### src/design/interval_timer_pkg.sv
// Purpose: constants and types for the periodic interval interrupt timer
// Assumes: 8-bit special-function register port, 200 MHz system clock
// Notes:   base tick of 95 us; lower stage divides it by 20/19 into 100 us
package interval_timer_pkg;

	localparam logic [7:0]  CTRL_ADDR       = 8'h9c;
	localparam logic [7:0]  CTRL_RESET      = 8'h00;
	localparam int          FLAG_BIT        = 7;
	localparam int          ENA_BIT         = 6;
	localparam int          CLR_BIT         = 5;
	localparam int          DIV_MSB         = 2;
	localparam int          DIV_LSB         = 0;

	localparam int          CLOCK_PERIOD_PS = 5000;
	// base tick period: 100 us times 19/20
	localparam int          BASE_TICK_NS    = 95000;
	localparam int          BASE_TICK_CYC   = (BASE_TICK_NS * 1000) / CLOCK_PERIOD_PS;
	localparam int          BASE_CNT_W      = 16;

	// lower stage: 19 of every 20 base ticks give a 100 us step
	localparam logic [4:0]  FRAC_MOD_LAST   = 5'h13;
	localparam logic [2:0]  UPPER_MIN_DIV   = 3'h3;

	// upper stage terminal counts in 200 us steps, by interval select
	localparam logic [4:0]  UPPER_400US     = 5'h02;
	localparam logic [4:0]  UPPER_800US     = 5'h04;
	localparam logic [4:0]  UPPER_1MS       = 5'h05;
	localparam logic [4:0]  UPPER_2MS       = 5'h0a;
	localparam logic [4:0]  UPPER_5MS       = 5'h19;

	typedef struct packed {
		logic [7:0] addr;
		logic       wr;
		logic       rd;
		logic [7:0] wdata;
	} sfr_req_t;

	typedef struct packed {
		logic [BASE_CNT_W-1:0] base_cnt;
		logic [4:0]            frac;
		logic                  half;
		logic [4:0]            upper;
		logic                  flag;
		logic                  ena;
		logic [2:0]            div;
		logic [7:0]            rdata;
		logic                  irq;
	} timer_state_t;

endpackage : interval_timer_pkg

### src/design/interval_timer.sv
// Purpose: periodic interval interrupt timer behind one 8-bit control register
// Assumes: SFR port inputs synchronous to CLOCK; one access per cycle
// Notes:   base tick clear comes from another register as a plain input
//
// Operation
// interval elapse sets bit 7 flag; only a software zero write or reset clears it
// enable bit 6 resumes base tick and lower stage from held values
// upper stage runs only when enabled and interval select is 3 or more
// writing 1 to bit 5 clears the pulse generator, not the base tick
// reserved bits 4:3 read zero and ignore writes
// select 0 disables; 1..7 give 100us,200us,400us,800us,1ms,2ms,5ms
// select 1 derives 100us from the base tick with a 20/19 divider
// interrupt request follows the interval flag level
`timescale 1ns/1ps
module interval_timer #(
	parameter int BASE_TICK_CYCLES = interval_timer_pkg::BASE_TICK_CYC
) (
	input  wire logic                         CLOCK,            // system clock, 200 MHz
	input  wire logic                         RST_N,            // synchronous reset, active low
	input  wire interval_timer_pkg::sfr_req_t SFR_REQ,          // register address, strobes, write data
	input  wire logic                         BASE_TICK_CLEAR,  // clears the base tick counter
	output logic [7:0]                        SFR_RDATA,        // read data, valid the cycle after rd
	output logic                              IRQ               // interval interrupt request
);
	import interval_timer_pkg::*;

	timer_state_t s_r;
	timer_state_t s_nxt;
	logic         base_tick;
	logic         lower_pulse;
	logic         interval_evt;
	logic         ctrl_wr;
	logic         ctrl_rd;
	logic         pulse_clr;

	localparam logic [BASE_CNT_W-1:0] TICK_LAST = BASE_CNT_W'(BASE_TICK_CYCLES - 1);

	function automatic logic [4:0] upper_last(input logic [2:0] sel);
		unique case (sel)
			3'h3:    upper_last = UPPER_400US - 5'h01;
			3'h4:    upper_last = UPPER_800US - 5'h01;
			3'h5:    upper_last = UPPER_1MS - 5'h01;
			3'h6:    upper_last = UPPER_2MS - 5'h01;
			default: upper_last = UPPER_5MS - 5'h01;
		endcase
	endfunction : upper_last

	function automatic logic ctrl_hit(input logic [7:0] addr);
		ctrl_hit = (addr == CTRL_ADDR);
	endfunction : ctrl_hit

	always_comb begin
		s_nxt        = s_r;
		ctrl_wr      = SFR_REQ.wr && ctrl_hit(SFR_REQ.addr);
		ctrl_rd      = SFR_REQ.rd && ctrl_hit(SFR_REQ.addr);
		pulse_clr    = ctrl_wr && SFR_REQ.wdata[CLR_BIT];
		base_tick    = 1'b0;
		lower_pulse  = 1'b0;
		interval_evt = 1'b0;

		// base tick clears on BASE_TICK_CLEAR, else free-runs while enabled and holds otherwise
		if (BASE_TICK_CLEAR) begin
			s_nxt.base_cnt = '0;
		end else if (s_r.ena) begin
			if (s_r.base_cnt == TICK_LAST) begin
				s_nxt.base_cnt = '0;
				base_tick      = 1'b1;
			end else begin
				s_nxt.base_cnt = s_r.base_cnt + 1'b1;
			end
		end

		// lower stage: drop one base tick in twenty
		if (base_tick) begin
			s_nxt.frac  = (s_r.frac == FRAC_MOD_LAST) ? 5'h00 : s_r.frac + 5'h01;
			lower_pulse = (s_r.frac != FRAC_MOD_LAST);
			if (lower_pulse)
				s_nxt.half = ~s_r.half;
		end

		// upper stage counts 200 us steps when enabled and select is 3 or more
		if (lower_pulse && s_r.half && s_r.ena && s_r.div >= UPPER_MIN_DIV) begin
			if (s_r.upper >= upper_last(s_r.div)) begin
				s_nxt.upper  = 5'h00;
				interval_evt = 1'b1;
			end else begin
				s_nxt.upper = s_r.upper + 5'h01;
			end
		end

		if (s_r.div == 3'h1)
			interval_evt = lower_pulse;
		else if (s_r.div == 3'h2)
			interval_evt = lower_pulse && s_r.half;

		// register write; the clear bit is not stored
		if (ctrl_wr) begin
			s_nxt.flag = SFR_REQ.wdata[FLAG_BIT];
			s_nxt.ena  = SFR_REQ.wdata[ENA_BIT];
			s_nxt.div  = SFR_REQ.wdata[DIV_MSB:DIV_LSB];
		end
		if (pulse_clr) begin
			s_nxt.frac  = 5'h00;
			s_nxt.half  = 1'b0;
			s_nxt.upper = 5'h00;
		end
		// an elapse in the same cycle as a zero write still sets the flag
		if (interval_evt)
			s_nxt.flag = 1'b1;

		s_nxt.irq = s_nxt.flag;

		if (ctrl_rd)
			s_nxt.rdata = {s_r.flag, s_r.ena, 3'b000, s_r.div};
		else
			s_nxt.rdata = 8'h00;
	end

	always_ff @(posedge CLOCK) begin
		if (!RST_N) begin
			s_r <= '0;
		end else begin
			s_r <= s_nxt;
		end
	end

	assign SFR_RDATA = s_r.rdata;
	assign IRQ       = s_r.irq;
endmodule : interval_timer

### config.mk
export PLATFORM = sky130hd
export DESIGN_NAME = interval_timer
export DESIGN_NICKNAME = d
export VERILOG_FILES = /design/src/design/interval_timer_pkg.sv /design/src/design/interval_timer.sv
export SDC_FILE = /design/constraint.sdc
export NUM_CORES = 1
export LEC_CHECK = 0
export ABC_AREA = 1
export BUFFER_PORTS_ARGS = -buffer_cell sky130_fd_sc_hd__buf_4
export CORE_MARGIN = 2
export CORE_UTILIZATION = 50
export DETAILED_ROUTE_END_ITERATION = 8
export HOLD_SLACK_MARGIN = 0.03
export PLACE_DENSITY = 0.71
export SLEW_MARGIN = 20
export SYNTH_ARGS = -nofsm -noshare
export SYNTH_HDL_FRONTEND = slang
export SYNTH_SLANG_ARGS = --single-unit
export TNS_END_PERCENT = 5
### constraint.sdc
create_clock -name CLOCK -period 2.1 [get_ports CLOCK]
set_clock_uncertainty 0.05 [all_clocks]
set_input_delay 0.42 -clock CLOCK [delete_from_list [all_inputs] [get_ports CLOCK]]
set_output_delay 0.42 -clock CLOCK [all_outputs]
set_load 0.1 [all_outputs]
==> results summary <==
The number of I/O pins is 30. The post-synthesis area per instance came out at approximately 7 um2. Of all nets on the critical path, the largest fanout is 4. The worst hold path class is primary input to flip-flop. The count of input and output buffers came out at 24. Summed over all cells, the static leakage comes to about 1 nW.

The initial antenna violation count is 0. IR analysis of the VDD net gives a maximum drop of 0.000465 V. The total clock sinks came out at 37. The ratio of cells with drive above 1 in the final layout came out at approximately 25%. Global routing used 20.4% of the available tracks across all layers.

The maximum clock rate came out at approximately 0.5 GHz. The signal arrival time at the worst endpoint is 2.12 ns. The required time of the worst setup path is about 2.3 ns. The count of different cell masters after synthesis is 32. The post-synthesis register bit count came out at 37. The kind of end point of the critical path is a flip-flop. After clock tree synthesis, the clock-pin slew on the worst setup and hold paths is around 0.08 ns. The post-route clock period utilization is between 90% and 100%. The number of setup violations in the final report came out at 0. The area added between synthesis and finish came out at 17.1%. Entering global routing, the biggest net connects 12 pins. The cell area after synthesis is 2090 um2. With fillers left out, the area of the finished cells amounts to 2450 um2.

The height of the die came out at 68.6 um. The total number of placement rows is 23. The number of maximum-capacitance violations is 0. The number of placed instances with taps included is 368.

The number of routed nets with antenna violations came out at 0. In the routed design, unresolved DRC markers number 0. The share of Yosys cell area claimed by the top area cell type came out at between 30% and 40%. The total area inside the core boundary comes to 4000 um2.

By area the synthesized netlist is led by dfxtp_1, nand2_1, inv_1. In the synthesized netlist, the number of instances is 295. The first-pass detailed-route iteration total came out at 4. The total number of yosys warnings is 0.

The maximum number of buffers from clock root to sink is 2. The CTS H-tree depth came out at 2. The count of placed standard cells in the final layout, fillers left out came out at 378. The number of inserted diodes came out at 0. The initial utilization of the core area, before any placement, comes to 52.2%. The total CTS buffers came out at 5. The die area came out at ~4700 um2. The total power per unit cell area came out at roughly 510 nW/um2. The CTS tree is yes. The switching power is 0.296 mW.

The clock root buffer is clkbuf_8. From left edge to right edge, the die measures 68.6 um. By startpoint and endpoint, the worst setup path is classified as flip-flop to flip-flop. The total wire length after detailed routing came out at ~4.2 mm. After detailed placement, the total cell area comes to 2310 um2. The switching share of total power came out at 23.6%. The portion of total power attributed to combinational logic is 6.2%. The via count of the routed design is around 1900. The aggregate global routing overflow is 0. The cell taking the most area after synthesis is dfxtp_1.

The congestion estimate from routability-driven global placement came to about 0.8. The number of violations reported at the end of detailed-routing iteration 0 is 74. The internal portion of the total power is 0.959 mW. The routed via count divided by cell count came out at 5.01. The number of global-route vias before repair came out at roughly 1600. The number of nets in the layout is 356.

The routed length per placed instance is 11.2 um. Detailed placement finished with a half-perimeter wire length of 3.28 mm. The clock network accounts for 37.9% of the total power.

The number of pins with negative max-slew slack in the final report was 0. The share of the yosys chip area belonging to registers is 35.4%. STA classifies the critical path startpoint as a flip-flop. For the worst-skew pair, the clock arrives at the later sink with an insertion delay of around 0.30 ns. The wire length of the first global-routing pass came out at approximately 7.1 mm. The final-report hold violation count is 0. The clock period minus worst slack is 1.94 ns. Sequential cells account for 55.8% of the total power.

The run finished with clean final reports.
power by group through the flow:
| stage | Clock [mW] | Combinational, mW | Sequential (mW) |
|---|---|---|---|
| floorplan | 0 | 0.0472 | 0.718 |
| global placement | 0 | 0.0771 | 0.718 |
| detailed placement | 0 | 0.0781 | 0.718 |
| CTS | 0.496 | 0.0782 | 0.702 |
| global route | 0.526 | 0.0853 | 0.700 |
| finish | 0.476 | 0.0781 | 0.701 |
sequential cells by signal (all words and copies together), names as in the netlist:
name,flops
IRQ,1
SFR_RDATA,5
s_r,31
path summary, 6_finish.rpt:
kind | slack (ns) | to | start | cells after the start
hold / removal | 0.35 | s_r[9] | SFR_REQ[0] | 3
setup reg to reg | 0.16 | s_r[15] | s_r[11] | 13
setup / recovery | 0.16 | s_r[15] | s_r[11] | 13
hold reg to reg | 0.43 | s_r[25] | s_r[25] | 2
final cells by class:
cell class / count / area, um2
fillers: 386 / 1550
flip-flops and latches: 37 / 747
clock buffers: 6 / 72.6
repair buffers: 32 / 240
well taps: 50 / 62.6
inverters: 47 / 178
multi-input cells: 204 / 1140
clock inverters: 2 / 10.0
kinds of logic after synthesis:
logic type      Yosys count  synth area share, %
simple gates            147                 35.5
flops                    37                 35.4
other cells               1                0.179
xor+xnor                  3                 1.26
buf+inv                  56                 11.9
compound gates           43                 10.9
fa+ha+maj                 8                 4.79
Yosys cell counts:
cell	number
ha_1	8
buf_4	8
nand2_1	49
o21ai_1	1
nor3b_1	1
o21a_1	1
nor2_2	4
inv_1	39
conb_1	1
clkinv_2	1
inv_2	7
o21ai_0	13
nor2_1	32
nand3_1	19
nand3_2	1
nor3_1	12
nand2_4	1
a2bb2oi_1	1
dfxtp_1	37
nand3b_1	1
nand3_4	1
buf_6	1
a21oi_1	25
a211oi_1	1
nand4_1	9
nand2_2	7
nor3_2	1
a21oi_2	1
xor2_1	3
or2_2	2
nor2_4	5
nor4_2	2
what timing repair did:
action                                  4_1_cts  5_1_grt
gates resized for setup                       0       13
hold buffers                                  0        0
endpoints found under the hold margin         0        0
buffers inserted                              0        2
endpoints found under the setup margin        0        6
worst max-delay path, cell delays in order, from the launching register on:
cell and delay [ns]:
dfxtp_4 0.37, inv_1 0.06, nand3_2 0.07, nand3_2 0.08
o21ai_1 0.08, inv_1 0.05, ha_1 0.28, nand2_1 0.06
inv_1 0.06, a21oi_2 0.14, nand3_2 0.13, buf_4 0.16
nand3b_1 0.14, a21oi_1 0.14
through the flow:
step	TNS [ns]	utilization [%]	hold WS, ns	power, mW	worst slack [ns]
after global placement	0	57.8	0.415	0.795	0.0927
after detailed placement	0	57.8	0.422	0.796	0.0232
after global routing	-0.0217	61.2	0.354	1.31	-0.0217
final	0	61.2	0.354	1.25	0.158
after CTS	0	59.9	0.348	1.28	0.000454
after floorplan	0	-	0.407	0.766	0.180
routing by layer:
metal | vias to the layer above | part of all wire, % | track usage (%)
met3 | 7 | 3.5 | 4.87
met4 | 0 | 1.7 | 8.25
met2 | 27 | 50 | 34.3
met5 | - | 0 | 0
li1 | 1010 | - | -
met1 | 849 | 45 | 24.8
layout by cell type (no fill, tap or decap), types with 2 or more instances in the layout:
cell type	n
a21oi_2	3
o21ai_1	2
nor2_1	32
o21ai_0	12
buf_4	32
or2_2	2
nand3_2	5
conb_1	3
nand2_1	48
nand4_1	9
nor2_4	5
inv_1	38
dfxtp_1	34
nor3_1	12
ha_1	8
nand2_2	8
nor2_2	4
inv_2	8
nand3_1	15
dfxtp_2	2
a21oi_1	23
clkbuf_8	5
clkinv_2	3
xor2_1	3
nor4_2	2
(Power assumes the default switching activity.)
